$ cat src/rtl/adc_scan_regs.vh
// Purpose: constants for the group scan trigger control block
// Assumes: one clock, plain-port configuration, no register bus
// Notes: figures below are the field widths and encodings shared by the files that include this one
// How it works
// - each converter unit owns separate configuration
// - scan mode field 01b selects group scan
// - double trigger bit plus 5-bit channel
// - trigger start enable gates all triggers
// - 6-bit group A trigger source select
// - 6-bit group C select, one code deselects
// - group C enable adds group C
// - per-group channel masks pick channels
// - priority bit enables group arbitration
// - restart bit resumes discontinued low group
// - continuous bit, with priority bit set, relaunches lowest group repeatedly
// - restart channel bit resumes unfinished channel
// - 3-bit select for dedicated sample-hold use
// - 8-bit sample-hold sampling time
// - without priority, triggers ignored during scan
// - higher trigger halts lower, starts immediately
`ifndef ADC_SCAN_REGS_VH
`define ADC_SCAN_REGS_VH
`define SCAN_MODE_GROUP   2'h1
`define NUM_CHAN          32
`define CHAN_W            5
`define TRIG_SEL_W        6
`define NUM_TRIG_SRC      64
`define TRIG_SEL_NONE     6'h3f
`define CONV_TIME_NS      1000
`define CLK_PERIOD_NS     4
`define CONV_CYCLES       (`CONV_TIME_NS / `CLK_PERIOD_NS)
`define GRP_A             2'h0
`define GRP_B             2'h1
`define GRP_C             2'h2
`define GRP_NONE          2'h3
`endif

$ cat src/rtl/trig_select.v
// Purpose: picks one timer event line by a 6-bit selector
// Assumes: event lines already synchronous to clk, one-cycle pulses
// Notes: the deselection code yields no trigger
`include "adc_scan_regs.vh"
module trig_select (
    input  wire [`NUM_TRIG_SRC-1:0] events,
    input  wire [`TRIG_SEL_W-1:0]   sel,
    output wire                     trig
);
    // pick event, none code gives nothing
    assign trig = (sel == `TRIG_SEL_NONE) ? 1'b0 : events[sel];
endmodule // trig_select

$ cat src/rtl/chan_pick.v
// Purpose: finds the lowest selected channel at or above a start point
// Assumes: pure combinational search over a 32-bit mask
// Notes: found is low when no channel remains
`include "adc_scan_regs.vh"
module chan_pick (
    input  wire [`NUM_CHAN-1:0] mask,
    input  wire [`CHAN_W-1:0]   from,
    output reg  [`CHAN_W-1:0]   chan,
    output reg                  found
);
    integer i;
    // downward loop leaves the lowest match
    always @* begin
        chan  = 5'h00;
        found = 1'b0;
        for (i = `NUM_CHAN - 1; i >= 0; i = i - 1) begin
            if (mask[i] && (i >= from)) begin
                chan  = i[`CHAN_W-1:0];
                found = 1'b1;
            end
        end
    end
endmodule // chan_pick

$ cat src/rtl/adc_group_scan_trigger_control.v
// Purpose: group scan sequencing, trigger gating and priority control
// Assumes: one instance per converter unit; timer events are clk pulses
// Notes: conversion itself is outside; conv_done ends each channel
`include "adc_scan_regs.vh"
module adc_group_scan_trigger_control (
    input  wire                     clk,
    input  wire                     rst,
    input  wire [1:0]               scan_mode_sel,
    input  wire                     double_trig_en,
    input  wire [`CHAN_W-1:0]       double_trig_chan,
    input  wire                     trig_start_en,
    input  wire [`TRIG_SEL_W-1:0]   grp_a_trig_sel,
    input  wire [`TRIG_SEL_W-1:0]   grp_b_trig_sel,
    input  wire [`TRIG_SEL_W-1:0]   grp_c_trig_sel,
    input  wire                     grp_c_en,
    input  wire [`NUM_CHAN-1:0]     grp_a_chan_sel,
    input  wire [`NUM_CHAN-1:0]     grp_b_chan_sel,
    input  wire [`NUM_CHAN-1:0]     grp_c_chan_sel,
    input  wire                     prio_ctrl_en,
    input  wire                     low_prio_restart,
    input  wire                     low_prio_continuous,
    input  wire                     restart_chan_sel,
    input  wire [2:0]               sh_bypass_sel,
    input  wire [7:0]               sh_sample_time,
    input  wire [`NUM_TRIG_SRC-1:0] timer_events,
    input  wire                     async_trig,
    input  wire                     conv_done,
    output reg                      conv_start,
    output reg  [`CHAN_W-1:0]       conv_chan,
    output reg                      conv_use_sh,
    output reg  [7:0]               conv_sh_time,
    output reg                      scan_busy,
    output reg  [1:0]               active_grp,
    output reg                      scan_end,
    output reg  [1:0]               scan_end_grp,
    output reg                      double_second
);
    localparam ST_IDLE = 2'h0;
    localparam ST_PICK = 2'h1;
    localparam ST_CONV = 2'h2;

    reg [1:0]         state_reg;
    reg [1:0]         grp_reg;
    reg [`CHAN_W-1:0] chan_reg;
    reg [2:0]         pend_reg;      // groups waiting after halt or queued while busy
    reg [`CHAN_W-1:0] resume_a_reg;
    reg [`CHAN_W-1:0] resume_b_reg;
    reg [`CHAN_W-1:0] resume_c_reg;
    reg               dbl_half_reg;
    reg               wrap_reg;      // last channel done, next pick ends the scan
    reg [2:0]         as_sync_reg;
    reg               as_seen_reg;

    wire trig_a_raw;
    wire trig_b_raw;
    wire trig_c_raw;
    wire as_edge;
    wire [2:0] trig;
    wire [`NUM_CHAN-1:0] cur_mask;
    wire [`CHAN_W-1:0]   pick_from;
    wire [`CHAN_W-1:0]   next_chan;
    wire                 next_found;
    wire                 grp_mode;
    wire [2:0]           start_set;

    // group index to priority rank, A highest
    function higher;
        input [1:0] g;
        input [1:0] cur;
        begin
            higher = (g < cur);
        end
    endfunction

    // lowest pending group, A first
    function [1:0] first_grp;
        input [2:0] req;
        begin
            if (req[0])
                first_grp = `GRP_A;
            else if (req[1])
                first_grp = `GRP_B;
            else if (req[2])
                first_grp = `GRP_C;
            else
                first_grp = `GRP_NONE;
        end
    endfunction

    trig_select u_sel_a (
        .events (timer_events),
        .sel    (grp_a_trig_sel),
        .trig   (trig_a_raw)
    );
    trig_select u_sel_b (
        .events (timer_events),
        .sel    (grp_b_trig_sel),
        .trig   (trig_b_raw)
    );
    // group C source, may be deselected
    trig_select u_sel_c (
        .events (timer_events),
        .sel    (grp_c_trig_sel),
        .trig   (trig_c_raw)
    );

    // async trigger pin, three flops, edge once stages 2 and 3 agree high
    always @(posedge clk or posedge rst) begin
        if (rst) begin
            as_sync_reg <= 3'h0;
            as_seen_reg <= 1'b0;
        end else begin
            as_sync_reg <= {as_sync_reg[1:0], async_trig};
            if (as_sync_reg[1] == as_sync_reg[2])
                as_seen_reg <= as_sync_reg[2];
        end
    end
    assign as_edge = (as_sync_reg[1] & as_sync_reg[2]) & ~as_seen_reg;

    // only group scan mode runs this sequencer
    assign grp_mode = (scan_mode_sel == `SCAN_MODE_GROUP);
    // gated triggers; async start goes to group A
    assign trig[0] = trig_start_en & grp_mode & (trig_a_raw | as_edge);
    assign trig[1] = trig_start_en & grp_mode & trig_b_raw;
    assign trig[2] = trig_start_en & grp_mode & grp_c_en & trig_c_raw;

    assign cur_mask = (grp_reg == `GRP_A) ? grp_a_chan_sel :
                      (grp_reg == `GRP_B) ? grp_b_chan_sel :
                      (grp_reg == `GRP_C) ? grp_c_chan_sel : 32'h0;
    assign pick_from = chan_reg;

    chan_pick u_pick (
        .mask  (cur_mask),
        .from  (pick_from),
        .chan  (next_chan),
        .found (next_found)
    );

    // triggers accepted for a fresh start while idle
    assign start_set = trig;

    // one instance per unit holds its own settings
    // scan sequencer
    always @(posedge clk or posedge rst) begin
        if (rst) begin
            state_reg     <= ST_IDLE;
            grp_reg       <= `GRP_NONE;
            chan_reg      <= 5'h00;
            pend_reg      <= 3'h0;
            resume_a_reg  <= 5'h00;
            resume_b_reg  <= 5'h00;
            resume_c_reg  <= 5'h00;
            dbl_half_reg  <= 1'b0;
            wrap_reg      <= 1'b0;
            conv_start    <= 1'b0;
            conv_chan     <= 5'h00;
            conv_use_sh   <= 1'b0;
            conv_sh_time  <= 8'h00;
            scan_busy     <= 1'b0;
            active_grp    <= `GRP_NONE;
            scan_end      <= 1'b0;
            scan_end_grp  <= `GRP_NONE;
            double_second <= 1'b0;
        end else begin
            conv_start <= 1'b0;
            scan_end   <= 1'b0;
            if (!grp_mode) begin
                state_reg <= ST_IDLE;
                pend_reg  <= 3'h0;
                scan_busy <= 1'b0;
                active_grp <= `GRP_NONE;
                wrap_reg  <= 1'b0;
            end else begin
            case (state_reg)
                ST_IDLE: begin
                    if (grp_mode && ((start_set | pend_reg) != 3'h0)) begin
                        grp_reg  <= first_grp(start_set | pend_reg);
                        case (first_grp(start_set | pend_reg))
                            `GRP_A:  chan_reg <= (restart_chan_sel & pend_reg[0] &
                                                  ~start_set[0]) ? resume_a_reg : 5'h00;
                            `GRP_B:  chan_reg <= (restart_chan_sel & pend_reg[1] &
                                                  ~start_set[1]) ? resume_b_reg : 5'h00;
                            default: chan_reg <= (restart_chan_sel & pend_reg[2] &
                                                  ~start_set[2]) ? resume_c_reg : 5'h00;
                        endcase
                        pend_reg  <= (start_set | pend_reg) &
                                     ~(3'h1 << first_grp(start_set | pend_reg));
                        state_reg <= ST_PICK;
                        scan_busy <= 1'b1;
                        active_grp <= first_grp(start_set | pend_reg);
                    end
                end
                ST_PICK: begin
                    wrap_reg <= 1'b0;
                    if (next_found && !wrap_reg) begin
                        conv_start <= 1'b1;
                        // second trigger converts the double channel
                        conv_chan  <= (double_trig_en && dbl_half_reg &&
                                       grp_reg == `GRP_A) ? double_trig_chan : next_chan;
                        double_second <= double_trig_en & dbl_half_reg &
                                         (grp_reg == `GRP_A);
                        conv_use_sh  <= (next_chan < 5'h03) ? ~sh_bypass_sel[next_chan[1:0]]
                                                            : 1'b0;
                        conv_sh_time <= sh_sample_time;
                        chan_reg  <= next_chan;
                        state_reg <= ST_CONV;
                    end else begin
                        // scan complete
                        scan_end     <= 1'b1;
                        scan_end_grp <= grp_reg;
                        if (double_trig_en && grp_reg == `GRP_A)
                            dbl_half_reg <= ~dbl_half_reg;
                        // finished group has no stale resume point
                        case (grp_reg)
                            `GRP_A:  resume_a_reg <= 5'h00;
                            `GRP_B:  resume_b_reg <= 5'h00;
                            default: resume_c_reg <= 5'h00;
                        endcase
                        // relaunch lowest group with nothing else pending
                        if (low_prio_continuous && prio_ctrl_en && pend_reg == 3'h0)
                            pend_reg[grp_c_en ? `GRP_C : `GRP_B] <= 1'b1;
                        state_reg  <= ST_IDLE;
                        scan_busy  <= 1'b0;
                        active_grp <= `GRP_NONE;
                    end
                end
                ST_CONV: begin
                    if (prio_ctrl_en && (trig[0] && higher(`GRP_A, grp_reg) ||
                                         trig[1] && higher(`GRP_B, grp_reg))) begin
                        // halt lower scan, start higher now
                        grp_reg    <= trig[0] ? `GRP_A : `GRP_B;
                        active_grp <= trig[0] ? `GRP_A : `GRP_B;
                        chan_reg   <= 5'h00;
                        state_reg  <= ST_PICK;
                        if (low_prio_restart)
                            pend_reg <= (pend_reg | (3'h1 << grp_reg) |
                                        (trig & ~(3'h1 << grp_reg))) &
                                        ~(trig[0] ? 3'h1 : 3'h2);
                        case (grp_reg)
                            `GRP_B:  resume_b_reg <= chan_reg;
                            default: resume_c_reg <= chan_reg;
                        endcase
                    end else begin
                        // queue lower triggers when restart is set
                        if (prio_ctrl_en && low_prio_restart)
                            pend_reg <= pend_reg | (trig & ~(3'h1 << grp_reg));
                        // otherwise other triggers are dropped
                        // channel 31 or the double channel ends the scan
                        if (conv_done) begin
                            chan_reg  <= chan_reg + 5'h01;
                            wrap_reg  <= (chan_reg == 5'h1f) | double_second;
                            state_reg <= ST_PICK;
                        end
                    end
                end
                default: state_reg <= ST_IDLE;
            endcase
            end
        end
    end
endmodule // adc_group_scan_trigger_control

$ cat config.mk
export PLATFORM = sky130hd
export DESIGN_NAME = adc_group_scan_trigger_control
export DESIGN_NICKNAME = d
export VERILOG_FILES = /design/src/rtl/trig_select.v /design/src/rtl/chan_pick.v /design/src/rtl/adc_group_scan_trigger_control.v
export VERILOG_INCLUDE_DIRS = /design/src /design/src/rtl
export SDC_FILE = /design/constraint.sdc
export NUM_CORES = 1
export LEC_CHECK = 0
export BUFFER_PORTS_ARGS = -buffer_cell sky130_fd_sc_hd__buf_2
export CAP_MARGIN = 15
export CELL_PAD_IN_SITES_DETAIL_PLACEMENT = 0
export CELL_PAD_IN_SITES_GLOBAL_PLACEMENT = 1
export CORE_UTILIZATION = 40
export DETAILED_ROUTE_END_ITERATION = 10
export PLACE_DENSITY_LB_ADDON = 0.08
export SYNTH_ARGS = -nofsm -noshare
export SYNTH_HDL_FRONTEND = slang
export SYNTH_SLANG_ARGS = --single-unit
$ cat constraint.sdc
create_clock -name clk -period 6.5 [get_ports clk]
set_input_delay 0.975 -clock clk [delete_from_list [all_inputs] [get_ports clk]]
set_output_delay 0.975 -clock clk [all_outputs]
set_load 0.05 [all_outputs]
Yosys cells after proc, flatten, opt, wreduce, memory -nomap -nowiden. Index checks and enable logic that the tools add are counted.

Register bits after elaboration: 50. Latch bits: 0. Bits in writable memories: 0. Bits of input ports: 207. Memories kept: 0. ROM bits: 0.

Add/sub/neg operators: 1. Bitwise gates (word level): 32. Multipliers: 0. Mux-type cells: 142. $lt $le $gt $ge: 40. Divide/modulo/power cells: 0. Reduce and logical (&&, ||, !) cells: 66. Equality and inequality tests: 32. Shift-type cells: 2.

Operator list (count): two-way mux 5 bit (47); two-way mux 32 bit (3); >= comparator 5 bit, first input constant (15); two-way mux 1 bit (55); logical AND 1 bit (43); >= comparator 4 x 5 -> 1 bit, first input constant (8); two-way mux 2 bit (15); case mux 5 bit (2 select lines) (3); less-than comparator 6 x 7 -> 1 bit, second input constant (3); two-way mux 3 bit (7); != test 3 bit, second input constant (7); >= comparator 3 x 5 -> 1 bit, first input constant (4); binary-select mux 1 bit (select 6 bit) (3); == test 6 bit, second input constant (3); AND reduction 6 bit (3); != test 2 bit, second input constant (8); bitwise OR 3 bit (5); case mux 5 bit (3 select lines) (1); bitwise AND 1 bit (13); != test 4 bit, second input constant (3); case mux 2 bit (3 select lines) (2); AND reduction 3 bit (4); AND reduction 4 bit (3); >= comparator 1 x 5 -> 1 bit, first input constant (2); other kinds (32) (55).

Longest topological paths before layout. Gate-level depths: netlist of the first run.

Depth in word-level cells: 40. Depth in mapped cells: 15. Gate-level depth less buffers: 12.

Hierarchy. A second synthesis of the first run with hierarchy kept.

Cell total of the unflattened synthesis: 746. Area total of the unflattened synthesis: 6347.3 µm².

Modules (own cells, without submodules): adc_group_scan_trigger_control (cells each 385, instances 1, area an instance 3492.1 µm²); trig_select (cells each 66, instances 3, area an instance 640.6 µm²); chan_pick (cells each 163, instances 1, area an instance 933.4 µm²).

Worst setup path after synthesis of the first run. OpenSTA, ideal clock, no wires.

Kind: input to register. Start point: input port grp_b_trig_sel[1]. End point: register resume_c_reg[0]. Stages: 11. Buffers on the path: 2. Arrival time: 3.802 ns. Library setup time: 0.125 ns. Path slack: 2.573 ns. Cells stage by stage: buf_2 > mux4_2 > mux2i_1 > nor3_1 > or4_4 > a41oi_4 > nand2b_4 > a311oi_2 > buf_2 > a211o_2 > mux2_2.

Longest elaborated chain between the ends: 9. Elaborated cells on any way between the ends: 10.

Ends and longest elaborated chain: start, declared (line adc_group_scan_trigger_control.v:13) `` input wire [`TRIG_SEL_W-1:0] grp_b_trig_sel, ``; binary-select mux 1 bit (select 6 bit) (line trig_select.v:11) `` assign trig = (sel == `TRIG_SEL_NONE) ? 1'b0 : events[sel]; ``; two-way mux 1 bit (implied by the code) (line trig_select.v:11); two-way mux 1 bit * (line trig_select.v:11); bitwise AND 1 bit * (line adc_group_scan_trigger_control.v:124) `assign trig[1] = trig_start_en & grp_mode & trig_b_raw;`; logical AND 1 bit * (line adc_group_scan_trigger_control.v:229) `` trig[1] && higher(`GRP_B, grp_reg))) begin ``; logical OR 1 bit * (line adc_group_scan_trigger_control.v:228) `` if (prio_ctrl_en && (trig[0] && higher(`GRP_A, grp_reg) || ``; logical AND 1 bit * (line adc_group_scan_trigger_control.v:228); != test 2 bit (no line) *; AND reduction 6 bit (no line) *; end signal, assigned (line adc_group_scan_trigger_control.v:241) `default: resume_c_reg <= chan_reg;`; end, declared (line adc_group_scan_trigger_control.v:48) `` reg [`CHAN_W-1:0] resume_c_reg; ``.

Every way passes the cells marked *; elsewhere a longest branch is shown, timed or not. The select of a mux whose other input is x is not followed. A chain may end at the register's enable or synchronous reset.

Worst setup path in the final report of the first run.
Start point: register grp_reg[0]. End point: register active_grp[0].

Longest elaborated chain between the ends: 39. Elaborated cells on any way between the ends: 79.

Ends and longest elaborated chain: start, declared (line adc_group_scan_trigger_control.v:43) `reg [1:0] grp_reg;`; start signal, assigned (line adc_group_scan_trigger_control.v:147) `` grp_reg <= `GRP_NONE; ``; start signal, assigned (line adc_group_scan_trigger_control.v:177) `grp_reg <= first_grp(start_set | pend_reg);`; start signal, assigned (line adc_group_scan_trigger_control.v:231) `` grp_reg <= trig[0] ? `GRP_A : `GRP_B; ``; == test 2 bit (no line); two-way mux 32 bit (line adc_group_scan_trigger_control.v:129) `` (grp_reg == `GRP_C) ? grp_c_chan_sel : 32'h0; ``; two-way mux 32 bit (line adc_group_scan_trigger_control.v:128) `` (grp_reg == `GRP_B) ? grp_b_chan_sel : ``; two-way mux 32 bit (line adc_group_scan_trigger_control.v:127) `` assign cur_mask = (grp_reg == `GRP_A) ? grp_a_chan_sel : ``; two-way mux 1 bit or logical AND 1 bit (tied branches) (line chan_pick.v:17) `if (mask[i] && (i >= from)) begin`; two-way mux 1 bit (31 in series) (line chan_pick.v:17); logical AND 1 bit (line adc_group_scan_trigger_control.v:195) `if (next_found && !wrap_reg) begin`; != test 3 bit (no line); AND reduction 4 bit (no line) *; end signal, assigned (line adc_group_scan_trigger_control.v:190) `active_grp <= first_grp(start_set | pend_reg);`; end signal, assigned (line adc_group_scan_trigger_control.v:224) `` active_grp <= `GRP_NONE; ``; end signal, assigned (line adc_group_scan_trigger_control.v:232) `` active_grp <= trig[0] ? `GRP_A : `GRP_B; ``; end, declared (line adc_group_scan_trigger_control.v:33) `output reg [1:0] active_grp,`.

Every way passes the cells marked *; elsewhere a longest branch is shown, timed or not.

==> results of run 1 <==
power breakdown:
group,internal [W],switching [W]
combinational,0.000528,0.000819
sequential,0.000375,0.000119
clock,0.000147,0.000134
stage by stage:
stage,utilization [%],hold slack (ns)
floorplan,-,0.331
global placement,49.2,0.334
detailed placement,49.2,0.341
CTS,50.2,0.358
global route,50.4,0.385
finish,50.4,0.360
per-layer routing:
layer	GRT usage (%)	up-vias	share of wire (%)
li1	-	2988	-
met1	37.4	3147	44
met2	44.9	315	47
met3	4.07	22	7.9
met4	8.39	0	1.5
met5	0	-	0
worst max-delay path, cell delays in order, from the launching register on:
cell and delay [ns]:
sky130_fd_sc_hd__dfstp_2 1.11, sky130_fd_sc_hd__nor2b_2 1.00, sky130_fd_sc_hd__a22oi_1 0.30, sky130_fd_sc_hd__a211oi_1 0.33, sky130_fd_sc_hd__a211oi_1 0.13, sky130_fd_sc_hd__and4_1 0.22, sky130_fd_sc_hd__a31oi_1 0.52, sky130_fd_sc_hd__and3_1 0.96
sky130_fd_sc_hd__a21oi_2 0.13, sky130_fd_sc_hd__o21a_1 0.18, sky130_fd_sc_hd__o22a_1 0.18
worst paths after layout:
check                      cells after the start                           to                     start  slack [ns]
setup reg to reg                              10    active_grp[0]$_DFFE_PP1P_    grp_reg[0]$_DFFE_PP1P_        1.34
min in group asynchronous                      2     as_sync_reg[2]$_DFF_PP0_                       rst        0.58
hold reg to reg                                0     as_sync_reg[1]$_DFF_PP0_  as_sync_reg[0]$_DFF_PP0_        0.36
max in group asynchronous                      3  scan_end_grp[0]$_DFFE_PP1P_                       rst        5.37
setup / recovery                              10    active_grp[0]$_DFFE_PP1P_    grp_reg[0]$_DFFE_PP1P_        1.34
hold / removal                                 0     as_sync_reg[1]$_DFF_PP0_  as_sync_reg[0]$_DFF_PP0_        0.36
kinds of logic after synthesis:
group                      synth area share, %
DFF                                       20.6
muxes                                     29.9
xor gates and xnor gates                 0.144
and+or+nand+nor                           17.8
AOI/OAI and AO/OA                         24.2
buffers and inverters                     5.50
adders and majority gates                 1.85
cell usage in the layout (no fill, tap or decap), types with 7 or more instances in the layout:
cell type                   netlist  routed
sky130_fd_sc_hd__a31oi_1         12      12
sky130_fd_sc_hd__a22oi_1         10      10
sky130_fd_sc_hd__nor3_1          17      17
sky130_fd_sc_hd__nor2b_1         13      12
sky130_fd_sc_hd__o211ai_1        12      12
sky130_fd_sc_hd__ha_1             9       9
sky130_fd_sc_hd__mux4_2          41      41
sky130_fd_sc_hd__and3_1           7       7
sky130_fd_sc_hd__o21a_1          10      10
sky130_fd_sc_hd__o21ai_0         33      33
sky130_fd_sc_hd__inv_1           21      20
sky130_fd_sc_hd__dfrtp_1         44      44
sky130_fd_sc_hd__nand4_1          7       7
sky130_fd_sc_hd__nor2_1          44      44
sky130_fd_sc_hd__mux2_2          32      32
sky130_fd_sc_hd__buf_2           16     228
sky130_fd_sc_hd__and2_1           8       8
sky130_fd_sc_hd__nand3b_1         9       9
sky130_fd_sc_hd__mux2i_1         52      52
sky130_fd_sc_hd__nand2_1         43      43
sky130_fd_sc_hd__nand2b_1        13      13
sky130_fd_sc_hd__o31ai_1          7       7
sky130_fd_sc_hd__o2bb2ai_1       18      18
sky130_fd_sc_hd__nand3_1         11      11
sky130_fd_sc_hd__a211oi_1         7       7
sky130_fd_sc_hd__a21oi_1         33      33
area by class of cell:
cell class | instances | area [um2] | share of cell area, %
Multi-Input combinational cell | 542 | 4510 | 60.9
Sequential cell | 50 | 1260 | 17.0
Timing Repair Buffer | 230 | 1170 | 15.8
Tap cell | 184 | 230 | 3.11
Clock buffer | 5 | 125 | 1.69
Inverter | 22 | 82.6 | 1.11
Clock inverter | 3 | 27.5 | 0.372
Antenna cell | 2 | 5.00 | 0.0676
==> Implementation_results.wiki, run 1 <==
{| class="wikitable"
! Metric !! Value
|-
| Result of the run || finished, violations left
|-
| Failing checks || design-rule violations
|-
| Netlist Area Pre-Place || 6100 um2
|-
| Post-place setup slack || roughly 1.4 ns
|-
| Worst hold path class || reg2reg
|-
| Share of cells above drive strength 1 || 39.2%
|-
| Setup repair after global routing missed its margin || no
|-
| Aggregate global routing overflow || 0
|-
| Top_reg_cell synth || sky130_fd_sc_hd__dfrtp_1
|-
| Standby leakage power || 3.26 nW
|-
| Final cell count without fillers || between 1000 and 1500
|-
| Number of setup violations in the final report || 0
|-
| Time the final worst path needs with I/O delays and setup || 5.16 ns
|-
| Total Power Consumption || 0.00212 W
|-
| GRT Overall Usage || 27.5%
|-
| Post-layout worst setup margin || 1.34 ns
|-
| Starting DRC count in detailed routing || approximately 560
|-
| Height of the chip || roughly 130 um
|-
| Clock network latency to the later pin of the worst-skew pair || 0.30 ns
|-
| Total setup buffers inserted after CTS || 0
|-
| Wire per inst || 21.0 um
|-
| Vias in the first global route || around 6400
|-
| Area of all placed cells without fillers || 7410 um2
|-
| Count of mapped cells out of synthesis || 671
|-
| Total number of yosys warnings || 0
|-
| Clock Root Buffer || sky130_fd_sc_hd__clkbuf_16
|-
| Arrival time at the worst endpoint || 5.39 ns
|-
| Number of antenna violations at the first check in global routing || 2
|-
| Number of max-capacitance violations reported || 0
|-
| Top Ports || 229
|-
| Core region area || about 15000 um2
|-
| Clock tree sinks || 50
|-
| Critical path class || reg2reg
|-
| Placed Cells incl. Taps || 1027
|-
| Number of design rule violations left after detail routing || 22
|-
| Layout net count || 1067
|-
| H-tree Lvls || 2
|-
| Cells taking the most area after synthesis || sky130_fd_sc_hd__dfrtp_1, sky130_fd_sc_hd__mux4_2, sky130_fd_sc_hd__mux2i_1, sky130_fd_sc_hd__mux2_2, sky130_fd_sc_hd__a21oi_1
|-
| Synth Area per Inst || around 9.1 um2
|-
| Number of nets produced by synthesis || a little under 900
|-
| Leading area contributor after synthesis || sky130_fd_sc_hd__dfrtp_1
|-
| Critical path peak fanout || 50
|-
| Initial cell density of the core || between 40% and 50%
|-
| Startpoint class of the critical path || flip-flop
|-
| Slew Viols, Final || 0
|-
| Global-route wire length before repair || 34300 um
|-
| Die width || 126 um
|-
| Total vias in the final route || 6472
|-
| Ratio of total power to cell area || 286 nW/um2
|-
| Largest net degree at the start of global routing || 51
|-
| Flip-flop count of the largest register after layout || 8
|-
| Flops & latches, synth || 50
|-
| CTS resizes || 0
|-
| Number of distinct library cell variants in the gate-level netlist after synthesis || 77
|-
| Total CTS buffers || 5
|-
| Remaining number of nets flagged by the antenna check after routing || 0
|-
| Maximum clock path buffer count || 2
|-
| Final worst path period share || between 70% and 80%
|-
| Portion of the post-synthesis area used by sequential elements || 20.6%
|-
| CTS tree || yes
|-
| Placed Area || 7230 um2
|-
| Total Wirelength || 21800 um
|-
| Count of fill cells added during filler insertion || 1393
|-
| Clk_skew || 0.00450 ns
|-
| Top cells by instance count after synthesis || sky130_fd_sc_hd__mux2i_1, sky130_fd_sc_hd__dfrtp_1, sky130_fd_sc_hd__nor2_1
|-
| Rel. slew slack || 27.7%
|-
| DPL Wire Length || 17000 um
|-
| Most common cell in the synthesized netlist || sky130_fd_sc_hd__mux2i_1
|-
| Layout overhead on the synthesized area || 21.4%
|-
| Fraction of registers with async set/reset || 100%
|-
| Least-Margin Pin Slew || 1.08 ns
|-
| Hold Violations, Final || 0
|-
| Fmax achieved || 194 MHz
|-
| Critical path data required time || 6.73 ns
|-
| Post-Route Setup TNS || 0 ns
|-
| Largest register by flop count || conv_sh_time
|-
| Average via count per standard cell || 6.24
|-
| Clk pin slew, worst setup/hold paths || 0.08 ns
|-
| Full die area || 15800 um2
|-
| Final weighted congestion in routability-driven placement || 0.924
|-
| Iteration count of the initial detailed-routing pass || 11
|-
| Hold_buf cts || 0
|-
| Yosys top cell area share || between 10% and 20%
|-
| Port Buffers || ~230
|-
| Row Count || 44
|-
| Post-synth EDFFs || 0
|-
| Crit path capture type || flip-flop
|-
| IR drop worst, VDD || 0.000195 V
|}
(Power assumes the default switching activity.)
==> inputs of run 2 (changes only) <==
ABC_AREA = 1   (was default)
CORE_UTILIZATION = 33   (was 40)
clock period = 4.8 ns   (was 6.5 ns; I/O delays follow)
==> Implementation_results.wiki, run 2 <==
{| class="wikitable"
! Metric !! Value
|-
| Time the final worst path needs with I/O delays and setup || 3.67 ns
|-
| Total number of yosys warnings || 0 (unchanged)
|-
| Total CTS buffers || 5 (unchanged)
|-
| Count of mapped cells out of synthesis || 1033 (+54%)
|-
| Post-synth EDFFs || 0 (unchanged)
|-
| Crit path capture type || flip-flop
|-
| Result of the run || completed
|-
| Critical path peak fanout || 33 (-34%)
|-
| Number of design rule violations left after detail routing || 0 (-100%)
|-
| Average via count per standard cell || 5.36 (-14%)
|-
| Portion of the post-synthesis area used by sequential elements || 21.3% (+0.69 points)
|-
| Largest register by flop count || conv_sh_time
|-
| Global routing met3 resource utilization || 3.14% (-0.92 points)
|-
| Synth Area per Inst || 5.72 um2 (-37%)
|-
| Flops & latches, synth || 50 (unchanged)
|-
| Rel. slew slack || 36.3% (+8.6 points)
|-
| Commonest non-fill, non-tap cells in the layout || sky130_fd_sc_hd__nand2_1, sky130_fd_sc_hd__buf_2, sky130_fd_sc_hd__nor2_1
|-
| Crit-path cells || buf_2 > buf_4 > inv_1 > o21ai_0 > o22ai_1 > nor2_1 > o32ai_1 > nand2_1 > nand3b_1 > nand4_1 > nand2_1 > nand2_1 > nand2_1 > nor2_1 > a2111oi_0 > o21ai_1
|-
| Met1 usage in global routing || 35.5% (-2.0 points)
|-
| GRT Overall Usage || 24.6% (-2.9 points)
|-
| Standby leakage power || 3.62 nW (+11%)
|-
| Most common cell in the synthesized netlist || sky130_fd_sc_hd__nand2_1
|-
| Largest stage delay on the critical path || 0.74 ns (-0.37 ns)
|-
| CTS tree || yes
|-
| Full die area || 18400 um2 (+17%)
|-
| Core region area || 17400 um2 (+18%)
|-
| Share of cells above drive strength 1 || 23.7% (-16 points)
|-
| Die width || 136 um (+8.2%)
|-
| Clock Root Buffer || sky130_fd_sc_hd__clkbuf_16
|-
| Number of distinct library cell variants in the gate-level netlist after synthesis || 51 (-34%)
|-
| Aggregate global routing overflow || 0 (unchanged)
|-
| Clock network latency to the later pin of the worst-skew pair || 0.30 ns (about the same)
|-
| Final worst path period share || 76.4%
|-
| Clock power frac || 13.9% (+0.7 points)
|-
| Fraction of registers with async set/reset || 100% (unchanged)
|-
| Netlist Area Pre-Place || 5910 um2 (-3.2%)
|-
| DPL Wire Length || 18400 um (+8.5%)
|-
| Clk_skew || 0.00859 ns (+0.00409 ns)
|-
| Combinational cell fraction of total power || 63.9% (+0.4 points)
|-
| Clk pin slew, worst setup/hold paths || 0.07 ns (about the same)
|-
| Total vias in the final route || 7767 (+20%)
|-
| Post-Route Setup TNS || 0 ns (unchanged)
|-
| H-tree Lvls || 2 (unchanged)
|-
| Top_reg_cell synth || sky130_fd_sc_hd__dfrtp_1
|-
| Largest net degree at the start of global routing || 51 (unchanged)
|-
| Final weighted congestion in routability-driven placement || 0.928 (+0.40%)
|-
| Switching Fraction || 53.9% (+3.4 points)
|-
| Fraction of the core area covered by cells at the end of the flow || 41.9% (-8.5 points)
|-
| Number of max-capacitance violations reported || 0 (unchanged)
|-
| Critical path data required time || 5.01 ns (-1.72 ns)
|-
| Worst hold path class || reg2reg
|-
| IR drop worst, VDD || 0.000198 V (+1.5%)
|-
| Starting DRC count in detailed routing || 654 (+16%)
|-
| Slew Viols, Final || 0 (unchanged)
|-
| Top Family by Delay on Critical Path || compound AO/OA/AOI/OAI gates
|-
| Yosys top cell area share || 18.6% (+0.60 points)
|-
| Hold_buf cts || 0 (unchanged)
|-
| Setup repair after global routing missed its margin || no
|-
| Most common cell after layout, fill and taps aside || sky130_fd_sc_hd__nand2_1
|-
| Cells taking the most area after synthesis || sky130_fd_sc_hd__dfrtp_1, sky130_fd_sc_hd__nand2_1, sky130_fd_sc_hd__nor2_1, sky130_fd_sc_hd__o21ai_0, sky130_fd_sc_hd__nand3_1
|-
| Ratio of total power to cell area || 368 nW/um2 (+29%)
|-
| Global-route wire length before repair || 35800 um (+4.1%)
|-
| Hold Violations, Final || 0 (unchanged)
|-
| Vias in the first global route || 6728 (+5.1%)
|-
| Number of nets produced by synthesis || 1249 (+41%)
|-
| Top cells by instance count after synthesis || sky130_fd_sc_hd__nand2_1, sky130_fd_sc_hd__nor2_1, sky130_fd_sc_hd__o21ai_0
|-
| Portion of total power attributed to sequential cells || 22.2% (-1.1 points)
|-
| Clock tree sinks || 50 (unchanged)
|-
| Top Ports || 229 (unchanged)
|-
| Met2 demand-to-capacity share in global routing || 38.4% (-6.5 points)
|-
| Total Wirelength || 23500 um (+7.8%)
|-
| Startpoint class of the critical path || primary input
|-
| Fmax achieved || 273 MHz
|-
| Power spent charging and discharging nets || 0.00144 W (+35%)
|-
| Worst hold slack across all endpoints || 0.347 ns (-0.0127 ns)
|-
| Least-Margin Pin Slew || 0.955 ns (-0.124 ns)
|-
| Number of setup violations in the final report || 0 (unchanged)
|-
| Global-route layer with the greatest usage || met2
|-
| Maximum clock path buffer count || 2 (unchanged)
|-
| Layout net count || 1440 (+35%)
|-
| Total setup buffers inserted after CTS || 0 (unchanged)
|-
| Arrival time at the worst endpoint || 3.88 ns (-1.51 ns)
|-
| Leading area contributor after synthesis || sky130_fd_sc_hd__dfrtp_1
|-
| Layout overhead on the synthesized area || 23.2%
|-
| Number of antenna violations at the first check in global routing || 0 (-2)
|-
| Crit-path most repeated cell || sky130_fd_sc_hd__nand2_1
|-
| Buf+Inv Stages, Crit Path || 3 (+3)
|-
| CP max stage cell || sky130_fd_sc_hd__inv_1
|-
| Height of the chip || 136 um (+8.2%)
|-
| Port Buffers || 228 (unchanged)
|-
| Critical path class || in2reg
|-
| Initial cell density of the core || 34.0% (-7.5 points)
|-
| Row Count || 48 (+9.1%)
|-
| Iteration count of the initial detailed-routing pass || 5 (-6)
|-
| CTS resizes || 0 (unchanged)
|-
| Flip-flop count of the largest register after layout || 8 (unchanged)
|-
| Antenna diode instance count || 0 (-2)
|-
| Wire per inst || 16.2 um (-23%)
|-
| Remaining number of nets flagged by the antenna check after routing || 0 (unchanged)
|-
| Cell Int Power || 0.00123 W (+18%)
|}
==> run 2: cell count changes after synthesis, sizes merged, moves of 41 or more <==
cell   change
nand2    +244
nand3     +58
o22ai     +43
mux2i     -52
o21ai    +133
nor2     +133
mux4      -41
inv       +59
==> run 2: routing by layer <==
layer	vias up	wire [um]
met1	3513	10800
met3	28	2010
met5	-	0
li1	3859	-
met4	0	348
met2	367	10300
==> run 2: worst reg2reg max path, cell delays in order, from the launching register on <==
cell and delay (ns):
sky130_fd_sc_hd__dfstp_2 0.60, sky130_fd_sc_hd__inv_2 0.09, sky130_fd_sc_hd__nor2_4 0.56, sky130_fd_sc_hd__a22o_1 0.26, sky130_fd_sc_hd__a21oi_1 0.05, sky130_fd_sc_hd__nor3_1 0.36, sky130_fd_sc_hd__nor4_2 0.15, sky130_fd_sc_hd__nand3_1 0.13
sky130_fd_sc_hd__nand2_2 0.10, sky130_fd_sc_hd__nor2_4 0.31, sky130_fd_sc_hd__inv_2 0.27, sky130_fd_sc_hd__o21ai_2 0.14, sky130_fd_sc_hd__nand3_2 0.16, sky130_fd_sc_hd__nor3_1 0.17, sky130_fd_sc_hd__a22oi_1 0.08
==> run 2: cells by family after synthesis <==
family | share of synthesized area (%)
AO/OA/AOI/OAI | 27.4
XOR/XNOR | 0.148
adder cells (fa/ha/maj) | 1.91
buffers and inverters | 9.56
flip-flops | 21.3
multiplexers | 0.191
AND/OR/NAND/NOR | 39.5
==> run 2: area by class of cell <==
| cell class | instances | area, um2 |
|---|---|---|
| Clock inverter | 3 | 28.8 |
| Sequential cell | 50 | 1260 |
| Inverter | 80 | 303 |
| Fill cell | 1921 | 10100 |
| Multi-Input combinational cell | 852 | 4080 |
| Tap cell | 225 | 282 |
| Clock buffer | 5 | 125 |
| Timing Repair Buffer | 235 | 1190 |
==> run 2: path summary, 6_finish.rpt <==
kind                                     startpoint                     endpoint  slack [ns]  cells after the start
setup / recovery                  grp_c_trig_sel[0]    active_grp[0]$_DFFE_PP1P_        1.13                     16
hold / removal             as_sync_reg[0]$_DFF_PP0_     as_sync_reg[1]$_DFF_PP0_        0.35                      0
setup reg to reg             grp_reg[0]$_DFFE_PP1P_      chan_reg[1]$_DFFE_PP0P_        1.25                     14
hold reg to reg            as_sync_reg[0]$_DFF_PP0_     as_sync_reg[1]$_DFF_PP0_        0.35                      0
max in group asynchronous                       rst  resume_c_reg[2]$_DFFE_PP0P_        3.79                      3
min in group asynchronous                       rst  conv_sh_time[4]$_DFFE_PP0P_        0.58                      3
==> run 2: per-stage QoR <==
| stage | setup slack (ns) | instances | power [W] | instance area, um2 |
|---|---|---|---|---|
| final | 1.13 | 1450 | 0.00268 | 7270 |
| after global routing | 0.815 | 1450 | 0.00291 | 7270 |
| after CTS | 1.17 | 1450 | 0.00268 | 7270 |
| after detailed placement | 0.873 | 1442 | 0.00230 | 7120 |
| after global placement | 0.860 | 1442 | 0.00231 | 7120 |
| after floorplan | 1.99 | 1033 | 0.00181 | 5910 |
==> run 2: power by group through the flow <==
| stage | Combinational, W | Clock [W] | Sequential [W] |
|---|---|---|---|
| 2_1_floorplan | 0.00107 | 0 | 0.000748 |
| 3_3_place_gp | 0.00171 | 0 | 0.000603 |
| 3_5_place_dp | 0.00170 | 0 | 0.000600 |
| 4_1_cts | 0.00171 | 0.000382 | 0.000595 |
| 5_1_grt | 0.00190 | 0.000401 | 0.000608 |
| 6_report | 0.00171 | 0.000373 | 0.000595 |
